**src/common/cfg_crc_pkg.sv**
```systemverilog
// shared constants for the configuration signature check controller
package cfg_crc_pkg;
  // ***************************************
  // timing
  // ***************************************
  localparam int CLK_PERIOD_NS = 10;
  localparam int CFG_CRC_TIME_NS = 2100;
  localparam int CFG_WAIT_CYC =
    (CFG_CRC_TIME_NS + CLK_PERIOD_NS - 1) / CLK_PERIOD_NS;
  localparam int NVM_CRC_TIME_US = 811;
  localparam int NVM_WAIT_CYC = NVM_CRC_TIME_US * 1000 / CLK_PERIOD_NS;
  localparam int SPI_HALF_CYC = 4;
  // ***************************************
  // signature arithmetic
  // ***************************************
  localparam int STRING_W = 64;
  localparam logic [7:0] CRC_POLY = 8'h07;
  localparam logic [7:0] CRC_SEED = 8'hff;
  // ***************************************
  // device register map reached over the serial link
  // ***************************************
  localparam logic [6:0] DEV_SIG_ADDR = 7'h01;
  localparam logic [6:0] DEV_CHECK_CTRL_ADDR = 7'h02;
  localparam logic [6:0] DEV_CHECK_STAT_ADDR = 7'h03;
  localparam logic [6:0] DEV_SELFTEST_ADDR = 7'h04;
  localparam int CFG_EN_BIT = 0;
  localparam int CFG_ERR_BIT = 0;
  localparam int NVM_ERR_BIT = 1;
  localparam int NVM_START_BIT = 0;
  // ***************************************
  // own register map on the AXI4-Lite slave
  // ***************************************
  localparam logic [7:0] CTRL_OFS = 8'h00;
  localparam logic [7:0] DATA_LO_OFS = 8'h04;
  localparam logic [7:0] DATA_HI_OFS = 8'h08;
  localparam logic [7:0] STATUS_OFS = 8'h0c;
  localparam logic [7:0] IRQ_STATUS_OFS = 8'h10;
  localparam logic [7:0] IRQ_MASK_OFS = 8'h14;
  localparam int CTRL_GO_BIT = 0;
  localparam int CTRL_NVM_BIT = 1;
  localparam int IRQ_DONE_BIT = 0;
  localparam int IRQ_CFG_BIT = 1;
  localparam int IRQ_NVM_BIT = 2;
  localparam logic [31:0] DATA_RESET = 32'h00000000;
  localparam logic [2:0] IRQ_MASK_RESET = 3'h0;
  localparam logic [1:0] RESP_OKAY = 2'h0;
  localparam logic [1:0] RESP_SLVERR = 2'h2;
endpackage

```
**src/hw/cfg_check_host.sv**
```systemverilog
// host controller that runs the configuration signature check sequence
// Overview of operation
// - signature is CRC-8, polynomial x8+x2+x+1
// - fields packed into one 64-bit string
// - bytes fed lowest first, msb first
// - seed FFh, chained, eighth result stored
// - wait 2.1 us before reading result
// - nonvolatile check start, wait 811 us
// - clear enable then set again to rerun
// - store signature, enable, wait, read, clear
// - read config error before nonvolatile check
// - clear enable before reading nonvolatile error
`timescale 1ns/10ps
module cfg_check_host
  import cfg_crc_pkg::*;
#(
  parameter int NVM_WAIT = NVM_WAIT_CYC,  // cycles to wait for nvm check
  parameter int HALF_CYC = SPI_HALF_CYC   // serial half bit in cycles
) (
  input wire logic clock,                 // system clock, 100 MHz
  input wire logic rst_n,                 // synchronous reset, active low
  input wire logic [7:0] awaddr,          // write address
  input wire logic awvalid,               // write address valid
  output logic awready,                   // write address ready
  input wire logic [31:0] wdata,          // write data
  input wire logic [3:0] wstrb,           // write byte strobes
  input wire logic wvalid,                // write data valid
  output logic wready,                    // write data ready
  output logic [1:0] bresp,               // write response
  output logic bvalid,                    // write response valid
  input wire logic bready,                // write response ready
  input wire logic [7:0] araddr,          // read address
  input wire logic arvalid,               // read address valid
  output logic arready,                   // read address ready
  output logic [31:0] rdata,              // read data
  output logic [1:0] rresp,               // read response
  output logic rvalid,                    // read data valid
  input wire logic rready,                // read data ready
  output logic spiClock,                  // serial clock to the device
  output logic spiDataOut,                // serial data to the device
  input wire logic spiDataIn,             // serial data from the device
  output logic spiSelectLow,              // device select, active low
  output logic irq                        // level interrupt, active high
);
  if (NVM_WAIT < CFG_WAIT_CYC) $error("NVM_WAIT too small");

  typedef enum logic [10:0] {
    S_IDLE = 11'h001, S_CRC = 11'h002, S_SIG = 11'h004, S_EN = 11'h008,
    S_WCFG = 11'h010, S_RCFG = 11'h020, S_NVM = 11'h040,
    S_WNVM = 11'h080, S_POLL = 11'h100, S_CLR = 11'h200, S_RNVM = 11'h400
  } state_e;

  // ***************************************
  // register file on the AXI4-Lite slave
  // ***************************************
  logic [31:0] dataLo, dataHi, next_dataLo, next_dataHi, next_rdata, wmask;
  logic [7:0] awAddrHeld, next_awAddrHeld;
  logic [31:0] wDataHeld, next_wDataHeld;
  logic [3:0] wStrbHeld, next_wStrbHeld;
  logic [2:0] irqStatus, irqMask, next_irqStatus, next_irqMask, events;
  logic next_awready, next_wready, next_bvalid, next_arready, next_rvalid;
  logic [1:0] next_bresp, next_rresp;
  logic goPulse, next_goPulse, goNvm, next_goNvm, next_irq, doWrite;
  logic cfgErr, nvmErr, busy;
  logic [7:0] crcSig;

  // aw and w are taken in either order; the write happens once both held
  always_comb begin
    next_awready = awready;
    next_wready = wready;
    next_awAddrHeld = awAddrHeld;
    next_wDataHeld = wDataHeld;
    next_wStrbHeld = wStrbHeld;
    if (awvalid && awready) begin
      next_awAddrHeld = awaddr;
      next_awready = 1'b0;
    end
    if (wvalid && wready) begin
      next_wDataHeld = wdata;
      next_wStrbHeld = wstrb;
      next_wready = 1'b0;
    end
    doWrite = !awready && !wready && !bvalid;
    for (int i = 0; i < 4; i++) begin
      wmask[i*8 +: 8] = {8{wStrbHeld[i]}};
    end
    next_dataLo = dataLo;
    next_dataHi = dataHi;
    next_irqMask = irqMask;
    next_goPulse = 1'b0;
    next_goNvm = goNvm;
    next_bvalid = bvalid;
    next_bresp = bresp;
    // hardware events win over a same-cycle write-one clear
    next_irqStatus = irqStatus | events;
    if (doWrite) begin
      next_bvalid = 1'b1;
      next_bresp = RESP_OKAY;
      unique case (awAddrHeld)
        CTRL_OFS: begin
          next_goPulse = wStrbHeld[0] && wDataHeld[CTRL_GO_BIT] && !busy;
          if (wStrbHeld[0] && !busy) begin
            next_goNvm = wDataHeld[CTRL_NVM_BIT];
          end
        end
        DATA_LO_OFS: next_dataLo = (dataLo & ~wmask) | (wDataHeld & wmask);
        DATA_HI_OFS: next_dataHi = (dataHi & ~wmask) | (wDataHeld & wmask);
        STATUS_OFS: next_bresp = RESP_OKAY;
        IRQ_STATUS_OFS: begin
          next_irqStatus = (irqStatus & ~(wDataHeld[2:0] & wmask[2:0]))
            | events;
        end
        IRQ_MASK_OFS: begin
          next_irqMask = (irqMask & ~wmask[2:0])
            | (wDataHeld[2:0] & wmask[2:0]);
        end
        default: next_bresp = RESP_SLVERR;
      endcase
    end
    if (bvalid && bready) begin
      next_bvalid = 1'b0;
      next_awready = 1'b1;
      next_wready = 1'b1;
    end
    next_arready = arready;
    next_rvalid = rvalid;
    next_rdata = rdata;
    next_rresp = rresp;
    if (arvalid && arready) begin
      next_arready = 1'b0;
      next_rvalid = 1'b1;
      next_rresp = RESP_OKAY;
      unique case (araddr)
        CTRL_OFS: next_rdata = {30'h0, goNvm, 1'b0};
        DATA_LO_OFS: next_rdata = dataLo;
        DATA_HI_OFS: next_rdata = dataHi;
        STATUS_OFS: next_rdata = {16'h0, crcSig, 5'h0, nvmErr, cfgErr, busy};
        IRQ_STATUS_OFS: next_rdata = {29'h0, irqStatus};
        IRQ_MASK_OFS: next_rdata = {29'h0, irqMask};
        default: begin
          next_rdata = 32'h00000000;
          next_rresp = RESP_SLVERR;
        end
      endcase
    end else if (rvalid && rready) begin
      next_rvalid = 1'b0;
      next_arready = 1'b1;
    end
    next_irq = |(next_irqStatus & next_irqMask);
  end

  // register the bus and register-file state
  always_ff @(posedge clock) begin
    if (!rst_n) begin
      awready <= 1'b1;
      wready <= 1'b1;
      bvalid <= 1'b0;
      bresp <= RESP_OKAY;
      arready <= 1'b1;
      rvalid <= 1'b0;
      rdata <= 32'h00000000;
      rresp <= RESP_OKAY;
      awAddrHeld <= 8'h00;
      wDataHeld <= 32'h00000000;
      wStrbHeld <= 4'h0;
      dataLo <= DATA_RESET;
      dataHi <= DATA_RESET;
      irqStatus <= 3'h0;
      irqMask <= IRQ_MASK_RESET;
      goPulse <= 1'b0;
      goNvm <= 1'b0;
      irq <= 1'b0;
    end else begin
      awready <= next_awready;
      wready <= next_wready;
      bvalid <= next_bvalid;
      bresp <= next_bresp;
      arready <= next_arready;
      rvalid <= next_rvalid;
      rdata <= next_rdata;
      rresp <= next_rresp;
      awAddrHeld <= next_awAddrHeld;
      wDataHeld <= next_wDataHeld;
      wStrbHeld <= next_wStrbHeld;
      dataLo <= next_dataLo;
      dataHi <= next_dataHi;
      irqStatus <= next_irqStatus;
      irqMask <= next_irqMask;
      goPulse <= next_goPulse;
      goNvm <= next_goNvm;
      irq <= next_irq;
    end
  end

  // ***************************************
  // check sequencer
  // ***************************************
  state_e state, next_state;
  logic crcStart, next_crcStart, crcBusy, crcDone;
  logic [7:0] crcValue;
  logic issued, next_issued, spiGo, next_spiGo, spiWr, next_spiWr;
  logic [6:0] spiAddr, next_spiAddr;
  logic [7:0] spiWdata, next_spiWdata, spiRdata;
  logic spiDone, next_cfgErr, next_nvmErr, runNvm, next_runNvm;
  logic [7:0] next_crcSig;
  logic [31:0] waitCount, next_waitCount;
  logic [2:0] next_events;

  crc8_serial engine (
    .clock(clock), .rst_n(rst_n), .start(crcStart),
    .data({dataHi, dataLo}),
    .busy(crcBusy), .done(crcDone), .crc(crcValue)
  );

  spi_frame_master #(.HALF_CYC(HALF_CYC)) link (
    .clock(clock), .rst_n(rst_n), .go(spiGo), .wr(spiWr),
    .addr(spiAddr), .wdata(spiWdata), .done(spiDone), .rdata(spiRdata),
    .spiClock(spiClock), .spiDataOut(spiDataOut), .spiDataIn(spiDataIn),
    .spiSelectLow(spiSelectLow)
  );

  // one frame per link state, S_POLL repeating its frame until the start bit reads clear; waits count from the end of the frame
  always_comb begin
    next_state = state;
    next_crcStart = 1'b0;
    next_issued = issued;
    next_spiGo = 1'b0;
    next_spiWr = spiWr;
    next_spiAddr = spiAddr;
    next_spiWdata = spiWdata;
    next_cfgErr = cfgErr;
    next_nvmErr = nvmErr;
    next_crcSig = crcSig;
    next_runNvm = runNvm;
    next_waitCount = waitCount + 32'h1;
    next_events = 3'h0;
    unique case (state)
      S_SIG: {next_spiWr, next_spiAddr, next_spiWdata} =
        {1'b1, DEV_SIG_ADDR, crcSig};
      S_EN: {next_spiWr, next_spiAddr, next_spiWdata} =
        {1'b1, DEV_CHECK_CTRL_ADDR, 8'(1 << CFG_EN_BIT)};
      S_NVM: {next_spiWr, next_spiAddr, next_spiWdata} =
        {1'b1, DEV_SELFTEST_ADDR, 8'(1 << NVM_START_BIT)};
      S_CLR: {next_spiWr, next_spiAddr, next_spiWdata} =
        {1'b1, DEV_CHECK_CTRL_ADDR, 8'h00};
      S_POLL: {next_spiWr, next_spiAddr, next_spiWdata} =
        {1'b0, DEV_SELFTEST_ADDR, 8'h00};
      S_RCFG, S_RNVM: {next_spiWr, next_spiAddr, next_spiWdata} =
        {1'b0, DEV_CHECK_STAT_ADDR, 8'h00};
      default: next_spiWr = 1'b0;
    endcase
    if (!(state inside {S_IDLE, S_CRC, S_WCFG, S_WNVM}) && !issued) begin
      next_spiGo = 1'b1;
      next_issued = 1'b1;
    end
    if (spiDone) begin
      next_issued = 1'b0;
      next_waitCount = 32'h0;
    end
    unique case (state)
      S_IDLE: if (goPulse) begin
        next_state = S_CRC;
        next_crcStart = 1'b1;
        next_runNvm = goNvm;
        next_cfgErr = 1'b0;
        next_nvmErr = 1'b0;
      end
      S_CRC: if (crcDone) begin
        next_crcSig = crcValue;
        next_state = S_SIG;
      end
      S_SIG: if (spiDone) next_state = S_EN;
      S_EN: if (spiDone) next_state = S_WCFG;
      S_WCFG: if (waitCount == 32'(CFG_WAIT_CYC - 1)) begin
        next_state = S_RCFG;
      end
      S_RCFG: if (spiDone) begin
        next_cfgErr = spiRdata[CFG_ERR_BIT];
        next_state = runNvm ? S_NVM : S_CLR;
      end
      S_NVM: if (spiDone) next_state = S_WNVM;
      S_WNVM: if (waitCount == 32'(NVM_WAIT - 1)) next_state = S_POLL;
      S_POLL: if (spiDone && !spiRdata[NVM_START_BIT]) begin
        next_state = S_CLR;
      end
      S_CLR: if (spiDone) begin
        next_state = runNvm ? S_RNVM : S_IDLE;
        next_events = runNvm ? 3'h0 : {1'b0, cfgErr, 1'b1};
      end
      S_RNVM: if (spiDone) begin
        next_nvmErr = spiRdata[NVM_ERR_BIT];
        next_state = S_IDLE;
        next_events = {spiRdata[NVM_ERR_BIT], cfgErr, 1'b1};
      end
    endcase
  end

  // register sequencer state
  always_ff @(posedge clock) begin
    if (!rst_n) begin
      state <= S_IDLE;
      crcStart <= 1'b0;
      issued <= 1'b0;
      spiGo <= 1'b0;
      spiWr <= 1'b0;
      spiAddr <= 7'h00;
      spiWdata <= 8'h00;
      cfgErr <= 1'b0;
      nvmErr <= 1'b0;
      crcSig <= CRC_SEED;
      runNvm <= 1'b0;
      waitCount <= 32'h0;
      events <= 3'h0;
    end else begin
      state <= next_state;
      crcStart <= next_crcStart;
      issued <= next_issued;
      spiGo <= next_spiGo;
      spiWr <= next_spiWr;
      spiAddr <= next_spiAddr;
      spiWdata <= next_spiWdata;
      cfgErr <= next_cfgErr;
      nvmErr <= next_nvmErr;
      crcSig <= next_crcSig;
      runNvm <= next_runNvm;
      waitCount <= next_waitCount;
      events <= next_events;
    end
  end
  assign busy = (state != S_IDLE);

  logic [31:0] gap;
  logic enOnDev, sigFresh;
  always_ff @(posedge clock) begin
    if (!rst_n) begin
      gap <= 32'h0;
      enOnDev <= 1'b0;
      sigFresh <= 1'b0;
    end else begin
      gap <= spiDone ? 32'h0 : gap + 32'h1;
      if (spiDone && state == S_EN) enOnDev <= 1'b1;
      if (spiDone && state == S_CLR) enOnDev <= 1'b0;
      if (spiDone && state == S_SIG) sigFresh <= 1'b1;
      if (spiDone && state == S_EN) sigFresh <= 1'b0;
    end
  end
endmodule // cfg_check_host

```
**src/hw/crc8_serial.sv**
```systemverilog
// bit-serial signature engine over the 64-bit protected string
`timescale 1ns/10ps
module crc8_serial
  import cfg_crc_pkg::*;
(
  input wire logic clock,                 // system clock
  input wire logic rst_n,                 // synchronous reset, active low
  input wire logic start,                 // one-cycle start pulse
  input wire logic [STRING_W-1:0] data,   // string, taken at start
  output logic busy,                      // engine running
  output logic done,                      // one-cycle finish pulse
  output logic [7:0] crc                  // running / final signature
);
  logic [STRING_W-1:0] hold, next_hold;
  logic [5:0] count, next_count;
  logic next_busy, next_done;
  logic [7:0] next_crc;
  logic inBit;

  // pick byte count[5:3] from the low end, bit 7 down to 0 inside it
  always_comb begin
    inBit = hold[{count[5:3], ~count[2:0]}];
    next_hold = hold;
    next_count = count;
    next_busy = busy;
    next_done = 1'b0;
    next_crc = crc;
    if (start && !busy) begin
      next_hold = data;
      next_count = 6'h00;
      next_busy = 1'b1;
      next_crc = CRC_SEED;
    end else if (busy) begin
      // byte results chain straight into the next byte
      next_crc = {crc[6:0], 1'b0}
        ^ ((crc[7] ^ inBit) ? CRC_POLY : 8'h00);
      next_count = count + 6'h01;
      if (count == 6'h3f) begin
        next_busy = 1'b0;
        next_done = 1'b1;
      end
    end
  end

  // register the engine state
  always_ff @(posedge clock) begin
    if (!rst_n) begin
      hold <= '0;
      count <= 6'h00;
      busy <= 1'b0;
      done <= 1'b0;
      crc <= CRC_SEED;
    end else begin
      hold <= next_hold;
      count <= next_count;
      busy <= next_busy;
      done <= next_done;
      crc <= next_crc;
    end
  end
endmodule // crc8_serial

```
**src/hw/spi_frame_master.sv**
```systemverilog
// 16-bit serial frame master: command byte then data byte, msb first
`timescale 1ns/10ps
module spi_frame_master
  import cfg_crc_pkg::*;
#(
  parameter int HALF_CYC = SPI_HALF_CYC   // clock cycles per serial half bit
) (
  input wire logic clock,                 // system clock
  input wire logic rst_n,                 // synchronous reset, active low
  input wire logic go,                    // one-cycle frame request
  input wire logic wr,                    // frame writes the device
  input wire logic [6:0] addr,            // device register address
  input wire logic [7:0] wdata,           // byte to write
  output logic done,                      // one-cycle end of frame
  output logic [7:0] rdata,               // byte read in the frame
  output logic spiClock,                  // serial clock, idle low
  output logic spiDataOut,                // data to the device
  input wire logic spiDataIn,             // data from the device
  output logic spiSelectLow               // frame select, active low
);
  if (HALF_CYC < 3) $error("HALF_CYC must cover the input synchroniser");

  logic syncA, syncB, active, next_active, next_done, tick;
  logic next_spiClock, next_spiDataOut, next_spiSelectLow;
  logic [15:0] shift, next_shift;
  logic [4:0] bitCount, next_bitCount;
  logic [7:0] next_rdata;
  logic [15:0] divCount, next_divCount;

  // divider enable paces every half bit
  always_comb begin
    tick = active && (divCount == 16'(HALF_CYC - 1));
    next_divCount = (!active || tick) ? 16'h0000 : divCount + 16'h0001;
    next_active = active;
    next_done = 1'b0;
    next_shift = shift;
    next_bitCount = bitCount;
    next_rdata = rdata;
    next_spiClock = spiClock;
    next_spiDataOut = spiDataOut;
    next_spiSelectLow = spiSelectLow;
    if (go && !active) begin
      next_active = 1'b1;
      next_shift = {wr, addr, wdata};
      next_spiDataOut = wr;
      next_spiSelectLow = 1'b0;
      next_bitCount = 5'h00;
    end else if (tick && !spiClock) begin
      next_spiClock = 1'b1;
      next_shift = {shift[14:0], syncB};
    end else if (tick) begin
      next_spiClock = 1'b0;
      if (bitCount == 5'h0f) begin
        next_active = 1'b0;
        next_done = 1'b1;
        next_spiSelectLow = 1'b1;
        next_spiDataOut = 1'b0;
        next_rdata = shift[7:0];
      end else begin
        next_bitCount = bitCount + 5'h01;
        next_spiDataOut = shift[15];
      end
    end
  end

  // register frame state; input passes two flops first
  always_ff @(posedge clock) begin
    if (!rst_n) begin
      syncA <= 1'b0;
      syncB <= 1'b0;
      active <= 1'b0;
      done <= 1'b0;
      shift <= 16'h0000;
      bitCount <= 5'h00;
      rdata <= 8'h00;
      divCount <= 16'h0000;
      spiClock <= 1'b0;
      spiDataOut <= 1'b0;
      spiSelectLow <= 1'b1;
    end else begin
      syncA <= spiDataIn;
      syncB <= syncA;
      active <= next_active;
      done <= next_done;
      shift <= next_shift;
      bitCount <= next_bitCount;
      rdata <= next_rdata;
      divCount <= next_divCount;
      spiClock <= next_spiClock;
      spiDataOut <= next_spiDataOut;
      spiSelectLow <= next_spiSelectLow;
    end
  end
endmodule // spi_frame_master

```
**config.mk**
```make
export PLATFORM = sky130hd
export DESIGN_NAME = cfg_check_host
export DESIGN_NICKNAME = d
export VERILOG_FILES = /design/src/common/cfg_crc_pkg.sv /design/src/hw/cfg_check_host.sv /design/src/hw/crc8_serial.sv /design/src/hw/spi_frame_master.sv
export SDC_FILE = /design/constraint.sdc
export NUM_CORES = 1
export LEC_CHECK = 0
export BUFFER_PORTS_ARGS = -buffer_cell sky130_fd_sc_hd__buf_2
export CELL_PAD_IN_SITES_DETAIL_PLACEMENT = 1
export CELL_PAD_IN_SITES_GLOBAL_PLACEMENT = 2
export CORE_MARGIN = 10
export CORE_UTILIZATION = 35
export CTS_BUF_LIST = sky130_fd_sc_hd__clkbuf_4
export CTS_CLUSTER_DIAMETER = 50
export DETAILED_ROUTE_END_ITERATION = 10
export PLACE_DENSITY = 0.85
export SKIP_LAST_GASP = 1
export SLEW_MARGIN = 25
export SYNTH_ARGS = -nofsm -noshare
export SYNTH_HDL_FRONTEND = slang
export SYNTH_SLANG_ARGS = --single-unit
export TNS_END_PERCENT = 1
```
**constraint.sdc**
```tcl
create_clock -name clock -period 5.4 [get_ports clock]
set_clock_uncertainty 0.05 [all_clocks]
set_input_delay 1.08 -clock clock [delete_from_list [all_inputs] [get_ports clock]]
set_output_delay 1.08 -clock clock [all_outputs]
set_load 0.05 [all_outputs]
```
==> results of run 1 <==
## per-layer routing
metal	wire length, µm	vias to the layer above
li1	-	6246
met1	21020	6159
met2	19450	255
met3	1977	81
met4	1061	0
met5	0	-
## layout by cell type, fill, tap and decap left out, drive strengths merged, types with 3 or more instances in the layout
cell and instances:
o21a 8, nand2 374, mux4 17, clkinv 27
and2 29, inv 25, mux2i 36, nor3 18
nor4 19, clkbuf 147, nor2 127, nand2b 11
nor3b 3, a31oi 11, a22oi 42, nand4b 3
or4 7, ha 6, xnor2 28, dfxtp 354
nand4 22, buf 121, o211ai 3, and4 5
o31ai 4, mux2 12, or3 5, nor2b 11
and3 13, o21ai 36, nand3 107, nor4b 6
xor2 31, a21oi 221
## logic make-up (layout without fill, tap and decap cells)
group                      count (synthesis)  count (layout)  share of synthesized area, %
adders and majority gates                  6               6                        0.5155
and+or+nand+nor                          766             766                         23.83
xor gates and xnor gates                  59              59                         3.548
AOI/OAI and AO/OA                        342             342                         13.48
DFF                                      354             354                         48.66
muxes                                     65              65                         6.031
buffers and inverters                    140             322                         3.909
other                                      1               4                       0.02575
## path summary, 6_finish.rpt
| path | to | startpoint | cells past startpoint | slack, ps |
|---|---|---|---|---|
| max | flop | awready | 7 | 2460 |
| min | link.syncB | link.syncA | 1 | 400 |
| max reg2reg | flop | awready | 7 | 2460 |
| min reg2reg | link.syncB | link.syncA | 1 | 400 |
## report_power, final
group | switching, mW | total [mW] | internal, mW
combinational | 0.183 | 0.259 | 0.0753
sequential | 0.0459 | 2.69 | 2.65
clock | 1.17 | 2.51 | 1.34
total | 1.39 | 5.46 | 4.06
## final cells by class
class,instances,area [µm²]
Fill cell,5004,24280
Sequential cell,354,7087
Multi-Input combinational cell,1240,6940
Clock buffer,147,1104
Timing Repair Buffer,121,665.6
Tap cell,532,665.6
Clock inverter,32,185.2
Inverter,22,87.58
Antenna cell,2,5.005
## through the flow
step                      std cells  power (mW)  area (µm²)  worst slack (ps)
after floorplan                1734       2.912       14570              2514
after global placement         2269       3.003       15440              2135
after detailed placement       2269       3.009       15440              2067
after CTS                      2448       5.551       16730              2377
after global routing           2450       5.730       16740              2165
final                          2450       5.458       16740              2463
## worst register-to-register path, stage by stage (launching register included)
cell and delay, ps:
dfxtp_1 410, or3_1 440, nor4_1 560, and3b_1 530, buf_4 310, nand2_1 240, nand2_1 170, a21oi_1 80
==> impl_metrics.ini, run 1 <==
[run_status]
run_status = finished, final reports clean

[die]
initial_core_util_pct = 35.50
ios = 105
die_y_um = 224.0
die-area_um2 = 50170
core-area_um2 = 41020
num_rows = 74
die_w_um = 224.0

[sta]
finalSetupTns_ps = 0
fin_crit_sh_pct = 54.39
worst_pin_slew_ps = 945.8
setup_viol = 0
max_slew_margin_pct = 36.86
hold_viol = 0
rsz0062_at_grt = false
period_needed_ps = 2937
fmax_mhz = 340.4
whs_ps = 396.8
drv_slew = 0

[routing]
wl_um = 43500
first_pass_iters = 5
drtIter0Drc = 761
via_per_inst = 5.200
wl_per_cell_um = 17.76
drc = 0
antenna_left = 0
num_vias = 12741

[hold_path]
hold_path_class = reg2reg

[critical_path]
worstPathRequired_ps = 6000
critPathCaptureType = flop
crit_chain = or3_1 > nor4_1 > and3b_1 > buf_4 > nand2_1 > nand2_1 > a21oi_1
max_stage_delay_ps = 560
cpMostUsedCell = nand2_1
critical-path-top-delay-family = simple AND/OR/NAND/NOR gates
critical_path_class = reg2reg
arrival_ps = 3540
start_kind = flop
critPathSlowestCell = nor4_1
critPathMaxFanout = 15
crit_buf_inv = 1

[finish]
nNetsFinal = 1905
final_util_pct = 40.81
layout-drive-gt1-share_pct = 16.75
area_growth_pct = 14.95

[synthesis]
netlist_area_um2 = 14560
synth_area_leader_cell = dfxtp_1
ys_seq_elements = 354
synth_edf_count = 0
synth_top_area_share_pct = 48.66
ys_seq_area_share_pct = 48.66
async_flop_share_pct = 0
syn_avg_cell_area_um2 = 8.403
synth_area_leaders = dfxtp_1 49%, nand2_1 9.6%, a21oi_1 7.6%
yosys_warnings = 0
yosys.cell_types.count = 60
syn_inst = 1733
yosys.cell_count.top_type = nand2_1
synth_common_cells = 374 x nand2_1, 354 x dfxtp_1, 221 x a21oi_1, 127 x nor2_1, 107 x nand3_1
synth_ff_type = dfxtp_1

[clock_network]
h-tree-depth = 3
cts_buffers = 100
cts_root_buffer = clkbuf_4
cts.reportedPaths.clkPinSlew_ps = 60
post_cts_resize_count = 0
cts_hold_buf = 0
clockBufferDepth = 3
cts_setup_buffers = 0
tritoncts = yes
cts.sinks = 354
clk_latency_ps = 790

[global_route]
track_usage_pct = 17.05
grt_use_met1_pct = 23.30
grt_first_pass_wirelength_um = 70210
grt.met2_usage_pct = 25.86
antenna_found_initial = 1
top_usage_layer = met2
grt.overflow.total = 0
grt_use_met3_pct = 3.697
grt_pass1_vias = 12813
grt_max_degree = 101

[job]
maxCapViolations = 0

[place]
gp_congestion = 0.8521
hpwl_um = 29750
portBuffers = 102

[pwr]
p_per_area_nw_per_um2 = 326.0
p_leak_nw = 6.053
ir_drop_mv = 0.1343
Power figures use the tool's default switching activity.
==> inputs of run 2 (changes only) <==
--- a/config.mk
+++ b/config.mk
@@ -9,11 +9,11 @@
 export CELL_PAD_IN_SITES_DETAIL_PLACEMENT = 1
 export CELL_PAD_IN_SITES_GLOBAL_PLACEMENT = 2
 export CORE_MARGIN = 10
-export CORE_UTILIZATION = 35
+export CORE_UTILIZATION = 34
 export CTS_BUF_LIST = sky130_fd_sc_hd__clkbuf_4
 export CTS_CLUSTER_DIAMETER = 50
 export DETAILED_ROUTE_END_ITERATION = 10
-export PLACE_DENSITY = 0.85
+export PLACE_DENSITY = 0.86
 export SKIP_LAST_GASP = 1
 export SLEW_MARGIN = 25
 export SYNTH_ARGS = -nofsm -noshare
==> constraint.sdc (replaced) <==
create_clock -name clock -period 2.4 [get_ports clock]
set_clock_uncertainty 0.05 [all_clocks]
set_input_delay 0.48 -clock clock [delete_from_list [all_inputs] [get_ports clock]]
set_output_delay 0.48 -clock clock [all_outputs]
set_load 0.05 [all_outputs]
==> run 2 against run 1 <==
Effect of this change: the run now ends with setup timing left; via count grew 3.5%; sequential power grew 120%; routed wire length grew 6.3%.
==> impl_metrics.ini, run 2 (same netlist as run 1, synthesis figures left out) <==
[critical_path]
critPathMaxFanout = 8
worstPathRequired_ps = 3050
start_kind = flop
critPathSlowestCell = or4_1
crit_chain = or4_1 > or3_1 > o21a_1 > a31oi_4 > buf_4 > o31ai_1 > a21oi_1
max_stage_delay_ps = 580
crit_start = state[2]
critPathCaptureType = flop
critical_path_class = reg2reg
arrival_ps = 3060
reg2reg_from = state[2]

[sta]
max_slew_margin_pct = 43.20
fmax_mhz = 415.4
worst_pin_slew_ps = 850.3
drv_slew = 0
period_needed_ps = 2407
setup_viol = 1
hold_viol = 0
rsz0062_at_grt = true
fin_crit_sh_pct = 100.3
setup_slack_ps = -7.110

[routing]
routed.top_layer = met4
num_vias = 13183
via_per_inst = 5.134
first_pass_iters = 5
drc = 0
wl_um = 46230
wl_per_cell_um = 18.00
routed-wl-met3_um = 2238
antenna_left = 0
dr_wl_met2_um = 21120
drtIter0Drc = 917
met1_length_um = 21820

[die]
initial_core_util_pct = 34.56
die_w_um = 227.0
core-area_um2 = 42130
die-area_um2 = 51510
num_rows = 75
die_y_um = 227.0
ios = 105

[finish]
fin_cells = 2568
layout_commonest_cell = nand2_1
area_growth_pct = 23.31
nNetsFinal = 2018
layout-drive-gt1-share_pct = 18.94
final_cell_mix = 373 x nand2_1, 354 x dfxtp_1, 221 x a21oi_1
finish.instance_area_um2 = 17960

[run_status]
violations = setup timing
run_status = finished, violations left

[pwr]
ir_drop_mv = 0.3185
p_leak_nw = 6.634
p_per_area_nw_per_um2 = 696.2

[clock_network]
tritoncts = yes
clockBufferDepth = 3
cts.reportedPaths.clkPinSlew_ps = 70
h-tree-depth = 3
clk_latency_ps = 790
cts_buffers = 97
cts.sinks = 354
cts_root_buffer = clkbuf_4

[hold_path]
hold_start = awvalid
hold_path_class = in2reg

[global_route]
antenna_found_initial = 2
grt.overflow.total = 0
track_usage_pct = 17.95
grt_pass1_vias = 13674
grt_first_pass_wirelength_um = 74310
grt_max_degree = 65

[job]
maxCapViolations = 0

[place]
placed_area_um2 = 16030
gp_congestion = 0.8981
portBuffers = 102
hpwl_um = 31980
placed_cells = 2331
==> run 2: changes by cell type in the layout (fill, tap and decap cells not counted), moves of 2 or more <==
cell           change
nor4_1             -2
buf_4             +42
clkinv_1          -11
buf_12            +13
nor4_2             +2
dlygate4sd3_1     +61
clkbuf_4           +8
==> run 2: layer usage <==
metal	GRT usage, %	vias up
met1	23.79	6416
li1	-	6445
met4	6.707	0
met5	0	-
met3	3.938	67
met2	28.16	255
==> run 2: worst paths after layout <==
kind              endpoint  slack (ps)  cells after the start
min reg2reg          spiGo         400                      1
min          awAddrHeld[0]         260                      4
max               state[2]          -7                      7
max reg2reg       state[2]          -7                      7
==> run 2: repair_timing <==
action                     4_1_cts  5_1_grt
pin swaps                        0        1
hold endpoints to repair        52        0
buffers inserted                 0        0
gates resized for setup          1        2
setup endpoints to repair       32       48
hold buffers                    61        0
cloned                           0        0
==> run 2: cell type report <==
type                            instances  area, µm²
Multi-Input combinational cell       1240       6958
Antenna cell                            2      5.005
Clock inverter                         19      130.1
Fill cell                            5022      24180
Inverter                               22      87.58
Sequential cell                       354       7087
Clock buffer                          155       1164
Tap cell                              539      674.4
Timing Repair Buffer                  237       1852
==> run 2: metrics by stage <==
stage	util (%)	TNS (ps)	hold slack (ps)	setup WS (ps)	power [mW]
after floorplan	-	0	351.5	2.206	6.552
after global placement	38.04	-14.83	376.3	-7.264	6.820
after detailed placement	38.04	-957.0	379.1	-67.82	6.840
after CTS	42.58	-99.56	170.8	-40.81	12.68
after global routing	42.62	-1207	265.3	-125.7	13.15
final	42.62	-7.110	264.4	-7.110	12.50
==> run 2: worst max-delay path: cells and delay by family, from the launching register on <==
| family | cells | cell delay, ps |
|---|---|---|
| buf+inv | 1 | 200 |
| flops | 1 | 310 |
| compound gates | 4 | 750 |
| simple gates | 2 | 1030 |
==> run 2: power by group <==
group | internal (mW) | switching, mW
Clock | 3.12 | 2.58
Sequential | 5.96 | 0.0873
Combinational | 0.297 | 0.459
==> inputs of run 3 (changes only) <==
--- a/config.mk
+++ b/config.mk
@@ -19,4 +19,4 @@
 export SYNTH_ARGS = -nofsm -noshare
 export SYNTH_HDL_FRONTEND = slang
 export SYNTH_SLANG_ARGS = --single-unit
-export TNS_END_PERCENT = 1
+export TNS_END_PERCENT = 5
==> run 3 against run 2 <==
Effect of this change: the run now ends clean; non-clock buffer count increased by 2; fmax increased by 0.30%; sequential share of layout area about the same; critical path type unchanged.
==> impl_metrics.ini, run 3 (same netlist as run 1, synthesis figures left out) <==
[run_status]
run_status = finished, final reports clean

[global_route]
track_usage_pct = 17.95
grt.overflow.total = 0
grt_pass1_vias = 13674
grt_max_degree = 65
grt_first_pass_wirelength_um = 74310
antenna_found_initial = 2

[die]
die_y_um = 227.0
die-area_um2 = 51510
die_w_um = 227.0
num_rows = 75
initial_core_util_pct = 34.56
core-area_um2 = 42130
ios = 105

[critical_path]
crit_chain = or4_1 > or3_1 > o21a_1 > a31oi_4 > buf_4 > nor4_1 > o21a_1
arrival_ps = 3010
worstPathRequired_ps = 3010
critPathMaxFanout = 6
critPathSlowestCell = or4_1
critPathCaptureType = flop
critical_path_class = reg2reg
cpMostUsedCell = o21a_1
start_kind = flop
max_stage_delay_ps = 590

[sta]
setup_viol = 0
hold_viol = 0
worst_pin_slew_ps = 850.2
whs_ps = 263.2
drv_slew = 0
period_needed_ps = 2400
max_slew_margin_pct = 43.20
fmax_mhz = 416.7
fin_crit_sh_pct = 100.0
rsz0062_at_grt = true

[routing]
antenna_left = 0
wl_um = 46240
num_vias = 13224
drc = 0
first_pass_iters = 5
via_per_inst = 5.146
drtIter0Drc = 856
wl_per_cell_um = 17.99

[pwr]
total_power_mw = 12.50
p_comb_share_pct = 6.1
p_per_area_nw_per_um2 = 695.5
power_frac_clock_pct = 45.6
ir_drop_mv = 0.3166
p_leak_nw = 6.645
seq_power_share_pct = 48.4
switching_share_pct = 25.01
switchingPower_mw = 3.126
internal_power_mw = 9.373

[clock_network]
cts_root_buffer = clkbuf_4
clockBufferDepth = 3
cts.sinks = 354
cts.reportedPaths.clkPinSlew_ps = 70
clk_latency_ps = 790
tritoncts = yes
cts_buffers = 97
h-tree-depth = 3

[hold_path]
hold_path_class = in2reg

[finish]
fillCellCount = 5022
layout_commonest_cell = nand2_1
fin_cells = 2570
area_growth_pct = 23.41
nNetsFinal = 2020
final_util_pct = 42.65
layout-drive-gt1-share_pct = 19.02
final_cell_mix = 373 x nand2_1, 354 x dfxtp_1, 221 x a21oi_1

[place]
gp_congestion = 0.8981
hpwl_um = 31980
portBuffers = 102
placed_cells = 2331

[job]
maxCapViolations = 0
## run 3: changes by cell type in the layout (fill, tap and decap cells not counted), sizes merged
| cell | before | now |
|---|---|---|
| buf | 176 | 178 |
## run 3: metal layers
layer	GRT usage, %	part of all wire (%)	wire length, µm
met1	23.79	47	21890
met2	28.16	46	21220
met3	3.938	4.6	2119
met4	6.707	2.2	1004
met5	0	0	0
## run 3: layout make-up
class                      instances  area (µm²)  area share (%)
sequential                       354        7087           39.43
multi-input combinational       1240        6958           38.71
timing repair buffer             239        1867           10.39
clock buffer                     155        1164           6.475
tap                              539       674.4           3.752
clock inverter                    19       130.1          0.7240
inverter                          22       87.58          0.4873
antenna                            2       5.005         0.02785
## run 3: what timing repair did
item / 4_1_cts / 5_1_grt
hold buffers: 61 / 0
endpoints found under the setup margin: 32 / 48
cloned: 0 / 0
buffers inserted: 0 / 2
gates resized for setup: 1 / 2
hold endpoints to repair: 52 / 0
pin swaps: 0 / 1
## run 3: stage by stage
stage	TNS [ps]	setup slack (ps)	area [µm²]
after floorplan	0	2.206	14570
after global placement	-14.83	-7.264	16030
after detailed placement	-957.0	-67.82	16030
after CTS	-99.56	-40.81	17940
after global routing	-1207	-119.7	17970
final	0	0.04197	17970
## run 3: power by group through the flow
stage / sequential, mW / combinational, mW / clock [mW]
floorplan: 6.18 / 0.369 / 0
global placement: 6.17 / 0.653 / 0
detailed placement: 6.17 / 0.667 / 0
CTS: 6.04 / 0.749 / 5.89
global route: 6.05 / 0.833 / 6.27
finish: 6.04 / 0.756 / 5.70
## run 3: critical path: cells and delay by family (launching register included)
kind | cells | cell delay, ps
AND/OR/NAND/NOR | 3 | 1090
buffers and inverters | 1 | 180
flip-flops | 1 | 310
AO/OA/AOI/OAI | 3 | 670
## run 3: path summary, 6_finish.rpt
check / cells after the start / to / slack [ps] / start
setup / recovery: 7 / state[7] / 0.04 / state[2]
hold reg to reg: 1 / spiGo / 400 / issued
hold / removal: 4 / awAddrHeld[0] / 260 / awvalid
setup reg to reg: 7 / state[7] / 0.04 / state[2]
